File: config.mk
export PLATFORM = sky130hd
export DESIGN_NAME = slx_exec
export DESIGN_NICKNAME = d
export VERILOG_FILES = /design/src/shared/slx_pkg.sv /design/src/verilog/slx_alu.sv /design/src/verilog/slx_exec.sv
export VERILOG_INCLUDE_DIRS = /design/src /design/src/shared
export SDC_FILE = /design/constraint.sdc
export NUM_CORES = 1
export LEC_CHECK = 0
export BUFFER_PORTS_ARGS = -buffer_cell sky130_fd_sc_hd__buf_2
export CAP_MARGIN = 20
export CORE_UTILIZATION = 51
export CTS_BUF_LIST = sky130_fd_sc_hd__clkbuf_16
export DETAILED_ROUTE_END_ITERATION = 10
export PLACE_DENSITY = 0.8
export SYNTH_ARGS = -nofsm -noshare
export SYNTH_HDL_FRONTEND = slang
export SYNTH_SLANG_ARGS = --single-unit
File: constraint.sdc
create_clock -name mclk -period 3.42 [get_ports mclk]
set_input_delay 0.171 -clock mclk [delete_from_list [all_inputs] [get_ports mclk]]
set_output_delay 0.171 -clock mclk [all_outputs]
set_load 0.01 [all_outputs]
File: src/shared/slx_defs.svh
// Constants for the skip, lookup and exclusive-OR execution block.
// Behaviour
// - Bit-clear skip skips when bit is zero
// - Bit-set skip skips when bit is one
// - Move to working, skip if null
// - Move in place, skip if null
// - Increment, store, skip if sum null
// - Decrement, store, skip if result null
// - Lookup: low byte to register, high kept
// - Pointer high upper, pointer low lower bits
// - Lookup low byte to working, two cycles
// - Null test rewrites register, updates zero
// - Immediate XOR into working, updates zero
// - Register XOR into working, updates zero
// - Register XOR in place, updates zero
`ifndef SLX_DEFS_SVH
`define SLX_DEFS_SVH

// Register byte offsets on the bus.
`define SLX_OFF_CTRL 8'h00
`define SLX_OFF_WORK 8'h04
`define SLX_OFF_FLAGS 8'h08
`define SLX_OFF_PTR_LO 8'h0C
`define SLX_OFF_PTR_HI 8'h10
`define SLX_OFF_RES_HI 8'h14

// Field positions.
`define SLX_CTRL_RUN 0
`define SLX_FLAG_ZERO 0
`define SLX_FLAG_SKIP 1
`define SLX_FLAG_BUSY 2

// Reset values.
`define SLX_RST_RUN 1'b1
`define SLX_RST_BYTE 8'h00

// Data widths and arithmetic constants.
`define SLX_BYTE_W 8
`define SLX_ONE 8'h01
`define SLX_NULL 8'h00

// Bus response codes.
`define SLX_RESP_OKAY 2'h0
`define SLX_RESP_SLVERR 2'h2

`endif

File: src/shared/slx_pkg.sv
// Types shared by the execution block and its operation unit.
package slx_pkg;

	// Operations that this block executes.
	typedef enum logic [3:0] {
		OP_NOP = 4'h0,
		OP_SKIP_IF_BIT_CLEAR = 4'h1,
		OP_SKIP_IF_BIT_SET = 4'h2,
		OP_MOVE_TO_WORKING_SKIP_IF_NULL = 4'h3,
		OP_MOVE_IN_PLACE_SKIP_IF_NULL = 4'h4,
		OP_INC_TO_WORKING_SKIP_IF_NULL = 4'h5,
		OP_INC_IN_PLACE_SKIP_IF_NULL = 4'h6,
		OP_DEC_TO_WORKING_SKIP_IF_NULL = 4'h7,
		OP_DEC_IN_PLACE_SKIP_IF_NULL = 4'h8,
		OP_LOOKUP_TO_REGISTER = 4'h9,
		OP_LOOKUP_TO_WORKING = 4'hA,
		OP_NULL_TEST = 4'hB,
		OP_EXCLUSIVE_OR_IMMEDIATE = 4'hC,
		OP_EXCLUSIVE_OR_TO_WORKING = 4'hD,
		OP_EXCLUSIVE_OR_IN_PLACE = 4'hE
	} slx_op_e;

	// One decoded instruction.
	typedef struct packed {
		slx_op_e op;
		logic [7:0] reg_addr;
		logic [2:0] bit_sel;
		logic [7:0] imm;
	} slx_instr_s;

	// Result of the operation unit.
	typedef struct packed {
		logic [7:0] res;
		logic wr_reg;
		logic wr_work;
		logic upd_zero;
		logic zero;
		logic skip;
	} slx_alu_s;

	// Sequencer states.
	typedef enum logic [1:0] {
		ST_IDLE = 2'h0,
		ST_EXEC = 2'h1,
		ST_FETCH = 2'h2
	} slx_state_e;

endpackage

File: src/verilog/slx_alu.sv
// Combinational operation unit for skip, move, count and XOR operations.
`timescale 1ns/1ps
`default_nettype none
`include "slx_defs.svh"
module slx_alu (
	// Instruction and operands.
	input wire slx_pkg::slx_instr_s instr,
	input wire logic [7:0] operand,
	input wire logic [7:0] work,
	// Result.
	output slx_pkg::slx_alu_s result
);

	// Decode each operation into a result byte and its write targets.
	always_comb begin
		result = '0;
		unique case (instr.op)
			slx_pkg::OP_SKIP_IF_BIT_CLEAR: result.skip = ~operand[instr.bit_sel];
			slx_pkg::OP_SKIP_IF_BIT_SET: result.skip = operand[instr.bit_sel];
			slx_pkg::OP_MOVE_TO_WORKING_SKIP_IF_NULL: begin
				result.res = operand;
				result.wr_work = 1'b1;
			end
			slx_pkg::OP_MOVE_IN_PLACE_SKIP_IF_NULL: begin
				result.res = operand;
				result.wr_reg = 1'b1;
			end
			slx_pkg::OP_INC_TO_WORKING_SKIP_IF_NULL,
			slx_pkg::OP_INC_IN_PLACE_SKIP_IF_NULL: begin
				result.res = operand + `SLX_ONE;
				result.wr_work = (instr.op == slx_pkg::OP_INC_TO_WORKING_SKIP_IF_NULL);
				result.wr_reg = ~result.wr_work;
			end
			slx_pkg::OP_DEC_TO_WORKING_SKIP_IF_NULL,
			slx_pkg::OP_DEC_IN_PLACE_SKIP_IF_NULL: begin
				result.res = operand - `SLX_ONE;
				result.wr_work = (instr.op == slx_pkg::OP_DEC_TO_WORKING_SKIP_IF_NULL);
				result.wr_reg = ~result.wr_work;
			end
			slx_pkg::OP_NULL_TEST: begin
				result.res = operand;
				result.wr_reg = 1'b1;
				result.upd_zero = 1'b1;
			end
			slx_pkg::OP_EXCLUSIVE_OR_IMMEDIATE: begin
				result.res = instr.imm ^ work;
				result.wr_work = 1'b1;
				result.upd_zero = 1'b1;
			end
			slx_pkg::OP_EXCLUSIVE_OR_TO_WORKING: begin
				result.res = operand ^ work;
				result.wr_work = 1'b1;
				result.upd_zero = 1'b1;
			end
			slx_pkg::OP_EXCLUSIVE_OR_IN_PLACE: begin
				result.res = operand ^ work;
				result.wr_reg = 1'b1;
				result.upd_zero = 1'b1;
			end
			// Lookups and no-ops are handled by the sequencer.
			default: result.res = `SLX_NULL;
		endcase
		result.zero = (result.res == `SLX_NULL);
		// The move and count forms skip on a null result.
		if (instr.op inside {slx_pkg::OP_MOVE_TO_WORKING_SKIP_IF_NULL,
				slx_pkg::OP_MOVE_IN_PLACE_SKIP_IF_NULL,
				slx_pkg::OP_INC_TO_WORKING_SKIP_IF_NULL,
				slx_pkg::OP_INC_IN_PLACE_SKIP_IF_NULL,
				slx_pkg::OP_DEC_TO_WORKING_SKIP_IF_NULL,
				slx_pkg::OP_DEC_IN_PLACE_SKIP_IF_NULL}) begin
			result.skip = result.zero;
		end
	end

endmodule // slx_alu
`default_nettype wire

File: src/verilog/slx_exec.sv
// Execution block for skip, lookup, null test and XOR instructions.
//
// Our own choices: the AXI4-Lite register port and the placing of the registers.
`timescale 1ns/1ps
`default_nettype none
`include "slx_defs.svh"
module slx_exec #(
	parameter int PM_W = 16,
	parameter int ADDR_W = 8
) (
	// Clock, reset and clock enable.
	input wire logic mclk,
	input wire logic resetn,
	input wire logic ce,
	// Instruction stream from the core sequencer.
	input wire logic ins_valid,
	input wire slx_pkg::slx_instr_s ins,
	output var logic ins_ready,
	output var logic done,
	output var logic discarded,
	output var logic skip_next,
	// Register file port.
	output var logic [7:0] rf_addr,
	input wire logic [7:0] rf_rdata,
	output var logic rf_we,
	output var logic [7:0] rf_wdata,
	// Program memory port.
	output var logic [15:0] pm_addr,
	output var logic pm_rd,
	input wire logic [PM_W-1:0] pm_rdata,
	// Core state seen by the rest of the core.
	output var logic [7:0] working_register,
	output var logic zero_flag,
	output var logic [PM_W-9:0] lookup_result_high,
	// AXI4-Lite write address and data.
	input wire logic [ADDR_W-1:0] s_axi_awaddr,
	input wire logic [2:0] s_axi_awprot,
	input wire logic s_axi_awvalid,
	output var logic s_axi_awready,
	input wire logic [31:0] s_axi_wdata,
	input wire logic [3:0] s_axi_wstrb,
	input wire logic s_axi_wvalid,
	output var logic s_axi_wready,
	// AXI4-Lite write response.
	output var logic [1:0] s_axi_bresp,
	output var logic s_axi_bvalid,
	input wire logic s_axi_bready,
	// AXI4-Lite read channels.
	input wire logic [ADDR_W-1:0] s_axi_araddr,
	input wire logic [2:0] s_axi_arprot,
	input wire logic s_axi_arvalid,
	output var logic s_axi_arready,
	output var logic [31:0] s_axi_rdata,
	output var logic [1:0] s_axi_rresp,
	output var logic s_axi_rvalid,
	input wire logic s_axi_rready
);

	// The high part must be at least one bit and the decode needs six bits.
	if (PM_W <= `SLX_BYTE_W || PM_W > 32 || ADDR_W < 6) begin : g_bad_param
		$error("slx_exec: unsupported PM_W or ADDR_W");
	end

	// Sequencer state and latched instruction.
	slx_pkg::slx_state_e state_q, state_d;
	slx_pkg::slx_instr_s instr_q, instr_d;
	// Handshake and pulse flops.
	logic ready_q, ready_d;
	logic done_q, done_d;
	logic disc_q, disc_d;
	logic skip_pend_q, skip_pend_d;
	// Register file and program memory drive.
	logic [7:0] rf_addr_q, rf_addr_d;
	logic rf_we_q, rf_we_d;
	logic [7:0] rf_wdata_q, rf_wdata_d;
	logic [15:0] pm_addr_q, pm_addr_d;
	logic pm_rd_q, pm_rd_d;
	// Architectural state shared with software.
	logic run_q, run_d;
	logic [7:0] work_q, work_d;
	logic zero_q, zero_d;
	logic [7:0] ptr_lo_q, ptr_lo_d;
	logic [7:0] ptr_hi_q, ptr_hi_d;
	logic [PM_W-9:0] res_hi_q, res_hi_d;
	// Bus channel state.
	logic aw_have_q, aw_have_d;
	logic w_have_q, w_have_d;
	logic [ADDR_W-1:0] awaddr_q, awaddr_d;
	logic [7:0] wbyte_q, wbyte_d;
	logic wlane_q, wlane_d;
	logic bvalid_q, bvalid_d;
	logic [1:0] bresp_q, bresp_d;
	logic rvalid_q, rvalid_d;
	logic [31:0] rdata_q, rdata_d;
	logic [1:0] rresp_q, rresp_d;
	// A register write is applied in the cycle it fires.
	logic wr_fire;
	logic wr_hit;
	// Operation unit result for the latched instruction.
	slx_pkg::slx_alu_s alu;

	// The operation unit sees the register value read this cycle.
	slx_alu u_alu (
		.instr(instr_q),
		.operand(rf_rdata),
		.work(work_q),
		.result(alu)
	);

	// Decode the latched write address against the register map.
	always_comb begin
		wr_hit = (awaddr_q == ADDR_W'(`SLX_OFF_CTRL)) ||
			(awaddr_q == ADDR_W'(`SLX_OFF_WORK)) ||
			(awaddr_q == ADDR_W'(`SLX_OFF_FLAGS)) ||
			(awaddr_q == ADDR_W'(`SLX_OFF_PTR_LO)) ||
			(awaddr_q == ADDR_W'(`SLX_OFF_PTR_HI)) ||
			(awaddr_q == ADDR_W'(`SLX_OFF_RES_HI));
	end

	// Bus channel next state: address and data may come in either order.
	always_comb begin
		aw_have_d = aw_have_q;
		w_have_d = w_have_q;
		awaddr_d = awaddr_q;
		wbyte_d = wbyte_q;
		wlane_d = wlane_q;
		bvalid_d = bvalid_q;
		bresp_d = bresp_q;
		rvalid_d = rvalid_q;
		rdata_d = rdata_q;
		rresp_d = rresp_q;
		// Both halves are held until the previous response has gone.
		wr_fire = aw_have_q && w_have_q && !bvalid_q;
		if (s_axi_awvalid && !aw_have_q) begin
			aw_have_d = 1'b1;
			awaddr_d = s_axi_awaddr;
		end
		if (s_axi_wvalid && !w_have_q) begin
			w_have_d = 1'b1;
			wbyte_d = s_axi_wdata[7:0];
			wlane_d = s_axi_wstrb[0];
		end
		if (wr_fire) begin
			aw_have_d = 1'b0;
			w_have_d = 1'b0;
			bvalid_d = 1'b1;
			bresp_d = wr_hit ? `SLX_RESP_OKAY : `SLX_RESP_SLVERR;
		end else if (bvalid_q && s_axi_bready) begin
			bvalid_d = 1'b0;
		end
		// Reads answer one cycle after the address is taken.
		if (rvalid_q && s_axi_rready) begin
			rvalid_d = 1'b0;
		end else if (s_axi_arvalid && !rvalid_q) begin
			rvalid_d = 1'b1;
			rresp_d = `SLX_RESP_OKAY;
			unique case (s_axi_araddr)
				ADDR_W'(`SLX_OFF_CTRL): rdata_d = 32'(run_q);
				ADDR_W'(`SLX_OFF_WORK): rdata_d = 32'(work_q);
				ADDR_W'(`SLX_OFF_FLAGS): begin
					rdata_d = '0;
					rdata_d[`SLX_FLAG_ZERO] = zero_q;
					rdata_d[`SLX_FLAG_SKIP] = skip_pend_q;
					rdata_d[`SLX_FLAG_BUSY] = (state_q != slx_pkg::ST_IDLE);
				end
				ADDR_W'(`SLX_OFF_PTR_LO): rdata_d = 32'(ptr_lo_q);
				ADDR_W'(`SLX_OFF_PTR_HI): rdata_d = 32'(ptr_hi_q);
				ADDR_W'(`SLX_OFF_RES_HI): rdata_d = 32'(res_hi_q);
				default: begin
					// Unmapped reads return zero with an error.
					rdata_d = '0;
					rresp_d = `SLX_RESP_SLVERR;
				end
			endcase
		end
	end

	// Bus channel registers.
	always_ff @(posedge mclk or negedge resetn) begin
		if (!resetn) begin
			aw_have_q <= 1'b0;
			w_have_q <= 1'b0;
			awaddr_q <= '0;
			wbyte_q <= `SLX_RST_BYTE;
			wlane_q <= 1'b0;
			bvalid_q <= 1'b0;
			bresp_q <= `SLX_RESP_OKAY;
			rvalid_q <= 1'b0;
			rdata_q <= '0;
			rresp_q <= `SLX_RESP_OKAY;
		end else if (ce) begin
			aw_have_q <= aw_have_d;
			w_have_q <= w_have_d;
			awaddr_q <= awaddr_d;
			wbyte_q <= wbyte_d;
			wlane_q <= wlane_d;
			bvalid_q <= bvalid_d;
			bresp_q <= bresp_d;
			rvalid_q <= rvalid_d;
			rdata_q <= rdata_d;
			rresp_q <= rresp_d;
		end
	end

	// Core next state: software writes first, instruction results override.
	always_comb begin
		state_d = state_q;
		instr_d = instr_q;
		ready_d = ready_q;
		done_d = 1'b0;
		disc_d = 1'b0;
		skip_pend_d = skip_pend_q;
		rf_addr_d = rf_addr_q;
		rf_we_d = 1'b0;
		rf_wdata_d = rf_wdata_q;
		pm_addr_d = pm_addr_q;
		pm_rd_d = 1'b0;
		run_d = run_q;
		work_d = work_q;
		zero_d = zero_q;
		ptr_lo_d = ptr_lo_q;
		ptr_hi_d = ptr_hi_q;
		res_hi_d = res_hi_q;
		// Only the low byte lane carries register data.
		if (wr_fire && wlane_q) begin
			unique case (awaddr_q)
				ADDR_W'(`SLX_OFF_CTRL): run_d = wbyte_q[`SLX_CTRL_RUN];
				ADDR_W'(`SLX_OFF_WORK): work_d = wbyte_q;
				ADDR_W'(`SLX_OFF_FLAGS): zero_d = wbyte_q[`SLX_FLAG_ZERO];
				ADDR_W'(`SLX_OFF_PTR_LO): ptr_lo_d = wbyte_q;
				ADDR_W'(`SLX_OFF_PTR_HI): ptr_hi_d = wbyte_q;
				default: run_d = run_q;
			endcase
		end
		unique case (state_q)
			slx_pkg::ST_IDLE: begin
				if (ins_valid && ready_q) begin
					if (skip_pend_q) begin
						disc_d = 1'b1;
						done_d = 1'b1;
						skip_pend_d = 1'b0;
					end else begin
						instr_d = ins;
						rf_addr_d = ins.reg_addr;
						ready_d = 1'b0;
						state_d = slx_pkg::ST_EXEC;
					end
				end else begin
					// A stopped block refuses new instructions.
					ready_d = run_d;
				end
			end
			slx_pkg::ST_EXEC: begin
				if (instr_q.op inside {slx_pkg::OP_LOOKUP_TO_REGISTER,
						slx_pkg::OP_LOOKUP_TO_WORKING}) begin
					pm_addr_d = {ptr_hi_q, ptr_lo_q};
					pm_rd_d = 1'b1;
					state_d = slx_pkg::ST_FETCH;
				end else begin
					if (alu.wr_reg) begin
						rf_we_d = 1'b1;
						rf_wdata_d = alu.res;
					end
					if (alu.wr_work) begin
						work_d = alu.res;
					end
					if (alu.upd_zero) begin
						zero_d = alu.zero;
					end
					skip_pend_d = alu.skip;
					done_d = 1'b1;
					ready_d = run_d;
					state_d = slx_pkg::ST_IDLE;
				end
			end
			slx_pkg::ST_FETCH: begin
				if (instr_q.op == slx_pkg::OP_LOOKUP_TO_REGISTER) begin
					rf_we_d = 1'b1;
					rf_wdata_d = pm_rdata[7:0];
				end else begin
					work_d = pm_rdata[7:0];
				end
				res_hi_d = pm_rdata[PM_W-1:8];
				done_d = 1'b1;
				ready_d = run_d;
				state_d = slx_pkg::ST_IDLE;
			end
			default: state_d = slx_pkg::ST_IDLE;
		endcase
	end

	// Core registers; a low clock enable freezes everything.
	always_ff @(posedge mclk or negedge resetn) begin
		if (!resetn) begin
			state_q <= slx_pkg::ST_IDLE;
			instr_q <= '0;
			ready_q <= 1'b0;
			done_q <= 1'b0;
			disc_q <= 1'b0;
			skip_pend_q <= 1'b0;
			rf_addr_q <= `SLX_RST_BYTE;
			rf_we_q <= 1'b0;
			rf_wdata_q <= `SLX_RST_BYTE;
			pm_addr_q <= '0;
			pm_rd_q <= 1'b0;
			run_q <= `SLX_RST_RUN;
			work_q <= `SLX_RST_BYTE;
			zero_q <= 1'b0;
			ptr_lo_q <= `SLX_RST_BYTE;
			ptr_hi_q <= `SLX_RST_BYTE;
			res_hi_q <= '0;
		end else if (ce) begin
			state_q <= state_d;
			instr_q <= instr_d;
			ready_q <= ready_d;
			done_q <= done_d;
			disc_q <= disc_d;
			skip_pend_q <= skip_pend_d;
			rf_addr_q <= rf_addr_d;
			rf_we_q <= rf_we_d;
			rf_wdata_q <= rf_wdata_d;
			pm_addr_q <= pm_addr_d;
			pm_rd_q <= pm_rd_d;
			run_q <= run_d;
			work_q <= work_d;
			zero_q <= zero_d;
			ptr_lo_q <= ptr_lo_d;
			ptr_hi_q <= ptr_hi_d;
			res_hi_q <= res_hi_d;
		end
	end

	// Every output is a flop, the three bus ready outputs through an inverter; the prot inputs carry no meaning here.
	assign ins_ready = ready_q;
	assign done = done_q;
	assign discarded = disc_q;
	assign skip_next = skip_pend_q;
	assign rf_addr = rf_addr_q;
	assign rf_we = rf_we_q;
	assign rf_wdata = rf_wdata_q;
	assign pm_addr = pm_addr_q;
	assign pm_rd = pm_rd_q;
	assign working_register = work_q;
	assign zero_flag = zero_q;
	assign lookup_result_high = res_hi_q;
	assign s_axi_awready = !aw_have_q;
	assign s_axi_wready = !w_have_q;
	assign s_axi_bvalid = bvalid_q;
	assign s_axi_bresp = bresp_q;
	assign s_axi_arready = !rvalid_q;
	assign s_axi_rvalid = rvalid_q;
	assign s_axi_rdata = rdata_q;
	assign s_axi_rresp = rresp_q;

endmodule // slx_exec
`default_nettype wire
==> summary by stage <==
Floorplan
The initial utilization of the core area, before any placement, comes to between 50% and 60%. The die covers 12900 um^2. The horizontal extent of the die is approximately 110 um. The total core area is 12100 um^2.

In this run the core area contains 40 standard-cell rows. From bottom edge to top edge, the die measures around 110 um. The count of boundary I/O pins is 210.

Setup path
At the worst endpoint, the required time is about 3.8 ns. Along the worst path, the maximum fanout reaches 4. The standard cell with the maximum stage delay on the critical path is sky130_fd_sc_hd__or4b_4. The worst stage delay on the critical path is 0.58 ns.

The worst setup path category is reg -> reg. Traced cell by cell, the critical path runs through or4b_4 > o21ai_4 > inv_1 > fa_1 > nand2b_1 > a21oi_1 > o22ai_1 > xnor2_1 > a222oi_1 > buf_4 > nand4_1 > o221ai_2. The capturing element type of the critical path is a flip-flop. The critical path arrival is 3.48 ns. The kind of cell with the highest combined delay on the critical path is compound AO/OA/AOI/OAI gates. The nature of the critical path startpoint is a flip-flop.

Together, buffers and inverters on the worst path number 2.

Synth
The cell area after synthesis is ~6400 um^2. The count of warnings emitted by yosys is 0. Synthesis produced 573 cells. For this run, the leading register cell type out of synthesis is sky130_fd_sc_hd__dfrtp_1. Averaged over all synthesized cells, the footprint is 11.1 um^2. The proportion of synthesized chip area in sequential cells is 47.2%. After synthesis, the share of flip-flops with an asynchronous set or reset is 100%.

In this run, distinct cell masters in the synthesized netlist total 67. The number of enable flip-flop cells after synthesis is 0. The flip-flop and latch count after synthesis is 120.

STA
The hold violation count in the final report is 0. The max-slew violation count is 0. The ratio of final minimum period to clock period is 91.9%.

Headroom to the max-slew limit came out at 33.5%. Final hold analysis gives a worst-case slack of 0.00271 ns. Setup violations remaining at the end of the flow were counted as 0.

The worst-case setup margin in the final layout is 0.278 ns. Setup repair after global routing left no endpoint under its margin. Subtracting the final worst setup slack from the clock period gives 3.14 ns.

The worst setup skew after layout is 0.00673 ns. The slew at the pin with the worst max-slew slack is approximately 1 ns. For the final routed database, the setup TNS stands at 0 ns. Static timing analysis puts the maximum clock frequency at 0.318 GHz.

GRT
The first global-routing pass estimated 27200 um of wire. The number of antenna violations at the first check in global routing is 0. The number of global-route vias before repair is 5292. Entering global routing, the biggest net connects 59 pins. For this run the aggregate overflow at the end of global routing stands at 0.

The all-layer global routing usage is between 20% and 30%.

Drt
The total length of routed wires is roughly 17000 um. The violation count after the first detailed-route iteration is approximately 330. The mean number of vias per cell is between 5 and 6. The total number of vias is 5342. The residual DRC count is 0. The count of antenna-violating nets left after detailed routing is 0.

The mean routed wirelength per cell is 17.8 um. The first TritonRoute pass finished after 6 iterations.

Clock tree
The TritonCTS clock tree is yes. The number of clock buffers added by TritonCTS is 17. The tree is rooted in a sky130_fd_sc_hd__clkbuf_16. The latest clock arrival within the worst-skew pair is 0.42 ns. For this design, the sink count on the clock tree is 120. The clock-pin slew on the worst setup and hold paths is 0.06 ns. The buffer depth of the longest clock path is 2. In this run the number of H-tree levels came out at 4.

Pwr
For this design the static power due to leakage is 4.01 nW. Power spread over the standard cell area amounts to 788 nW/um^2. The largest vdd supply drop is 0.000474 V.

The completed layout was analyzed and its total power is 6.44 mW.

Finish
Of the cells placed in the final design, the portion with a size suffix greater than 1 is 36.9%. The signed area change from the synthesized netlist to the final layout is 28.6%. The count of nets after finishing is 900. The repair_antennas step left the layout with diodes totalling 0.

Placement
The congestion estimate from routability-driven global placement came to 0.894. Prior to clock tree synthesis, the placed netlist has a worst setup slack of between 0.1 and 0.15 ns. The HPWL after detailed placement is 12200 um. In this run the tool buffered the top-level ports with 150 buffer cells.

Hold path
The class of the tightest hold or removal check is in -> reg.

Run status
The flow ran to the end, and the final reports show no timing, DRC or antenna violations.

Job
The tool flagged a number of max-cap violations equal to 0.
-- area by class of cell --
type	instances	area (um^2)
flip-flops and latches	120	3000
inverters	20	75.1
well taps	168	210
clock buffers	17	425
repair buffers	205	1270
clock inverters	15	96.3
multi-input cells	411	3090
fillers	904	3890
-- synthesized netlist by cell type, types with 4 or more instances --
master,instances,area [um^2]
sky130_fd_sc_hd__o21ai_0,32,160
sky130_fd_sc_hd__clkbuf_1,16,60.1
sky130_fd_sc_hd__nand2_1,42,158
sky130_fd_sc_hd__a221o_1,6,60.1
sky130_fd_sc_hd__a22oi_1,9,67.6
sky130_fd_sc_hd__ha_1,10,125
sky130_fd_sc_hd__inv_1,19,71.3
sky130_fd_sc_hd__and3_1,4,25.0
sky130_fd_sc_hd__nor2_1,37,139
sky130_fd_sc_hd__mux2i_1,21,210
sky130_fd_sc_hd__o22ai_1,9,56.3
sky130_fd_sc_hd__a21oi_1,20,100
sky130_fd_sc_hd__a221oi_1,4,35.0
sky130_fd_sc_hd__xnor2_1,8,70.1
sky130_fd_sc_hd__mux2_2,88,991
sky130_fd_sc_hd__buf_4,26,195
sky130_fd_sc_hd__nand2b_1,8,50.1
sky130_fd_sc_hd__nor3_1,8,40.0
sky130_fd_sc_hd__a211oi_1,4,30.0
sky130_fd_sc_hd__nand3_1,6,30.0
sky130_fd_sc_hd__dfrtp_1,119,2980
-- cells by family (layout without fill, tap and decap cells) --
logic type / after synthesis / count (layout) / share of synthesized area, %
and+or+nand+nor: 132 / 132 / 10.3
xor gates and xnor gates: 13 / 13 / 2.03
AOI/OAI and AO/OA: 116 / 116 / 12.3
adders and majority gates: 11 / 11 / 2.28
muxes: 113 / 113 / 20.1
buffers and inverters: 67 / 257 / 5.65
other: 1 / 26 / 0.0590
DFF: 120 / 120 / 47.2
-- placed cells by master, fill, tap and decap left out, types with 10 or more instances in the layout --
master,count
sky130_fd_sc_hd__buf_2,149
sky130_fd_sc_hd__inv_1,22
sky130_fd_sc_hd__a21oi_1,20
sky130_fd_sc_hd__mux2i_1,21
sky130_fd_sc_hd__nand2_1,42
sky130_fd_sc_hd__ha_1,10
sky130_fd_sc_hd__mux2_2,88
sky130_fd_sc_hd__nor2_1,37
sky130_fd_sc_hd__buf_4,13
sky130_fd_sc_hd__dlygate4sd3_1,43
sky130_fd_sc_hd__o21ai_0,32
sky130_fd_sc_hd__dfrtp_1,119
sky130_fd_sc_hd__conb_1,26
sky130_fd_sc_hd__clkbuf_16,17
-- layer usage --
metal  GRT usage (%)  routed length (um)  share of wire, %  vias to the layer above
met2            44.5                8270                49                      233
met4            12.5                 530               3.1                        0
met5               0                   0                 0                        -
met1            35.9                7150                42                     2631
met3            6.59                1100               6.4                       42
li1                -                   -                 -                     2436
-- power breakdown --
| part | leakage [nW] | internal (mW) | switching [mW] |
|---|---|---|---|
| clock network | 0.266 | 0.969 | 0.620 |
| registers | 1.54 | 1.85 | 0.356 |
| logic | 2.21 | 1.22 | 1.42 |
-- registers in the layout, indices dropped and copies added, names as in the netlist, 2 cells and up --
register / count
instr_q: 15
s_axi_rdata: 8
state_q: 2
working_register: 8
pm_addr: 16
ptr_lo_q: 8
wbyte_q: 8
ptr_hi_q: 8
rf_addr: 8
rf_wdata: 8
lookup_result_high: 8
awaddr_q: 8
-- what timing repair did --
item	CTS	global route
gates resized for setup	0	0
hold buffers	43	0
setup endpoints to repair	0	3
setup buffers	0	1
endpoints found under the hold margin	97	0
-- through the flow --
stage                     std cells  instance area [um^2]  utilization [%]
after floorplan                 598                  6450                -
after global placement          880                  7210             59.8
after detailed placement        880                  7210             59.8
after CTS                       955                  8170             67.7
after global routing            956                  8170             67.8
final                           956                  8170             67.8
-- worst paths after layout --
| path | startpoint | end | slack, ns | depth (start not counted) |
|---|---|---|---|---|
| setup / recovery | instr_q[19] | skip_next | 0.28 | 12 |
| hold / removal | ins[22] | instr_q[22] | 0.003 | 2 |
| setup reg to reg | instr_q[19] | skip_next | 0.28 | 12 |
| hold reg to reg | rf_wdata[4] | rf_wdata[4] | 0.50 | 2 |
| max in group asynchronous | resetn | working_register[3] | 2.13 | 3 |
| min in group asynchronous | resetn | rf_addr[5] | 0.34 | 2 |
-- worst reg2reg max path, cell delays in order (launching register included) --
cell and delay (ns):
sky130_fd_sc_hd__dfrtp_1 0.38, sky130_fd_sc_hd__or4b_4 0.58, sky130_fd_sc_hd__o21ai_4 0.10, sky130_fd_sc_hd__inv_1 0.07, sky130_fd_sc_hd__fa_1 0.38, sky130_fd_sc_hd__nand2b_1 0.19
sky130_fd_sc_hd__a21oi_1 0.20, sky130_fd_sc_hd__o22ai_1 0.12, sky130_fd_sc_hd__xnor2_1 0.15, sky130_fd_sc_hd__a222oi_1 0.31, sky130_fd_sc_hd__buf_4 0.19, sky130_fd_sc_hd__nand4_1 0.17
sky130_fd_sc_hd__o221ai_2 0.22
Power figures use the tool's default switching activity.
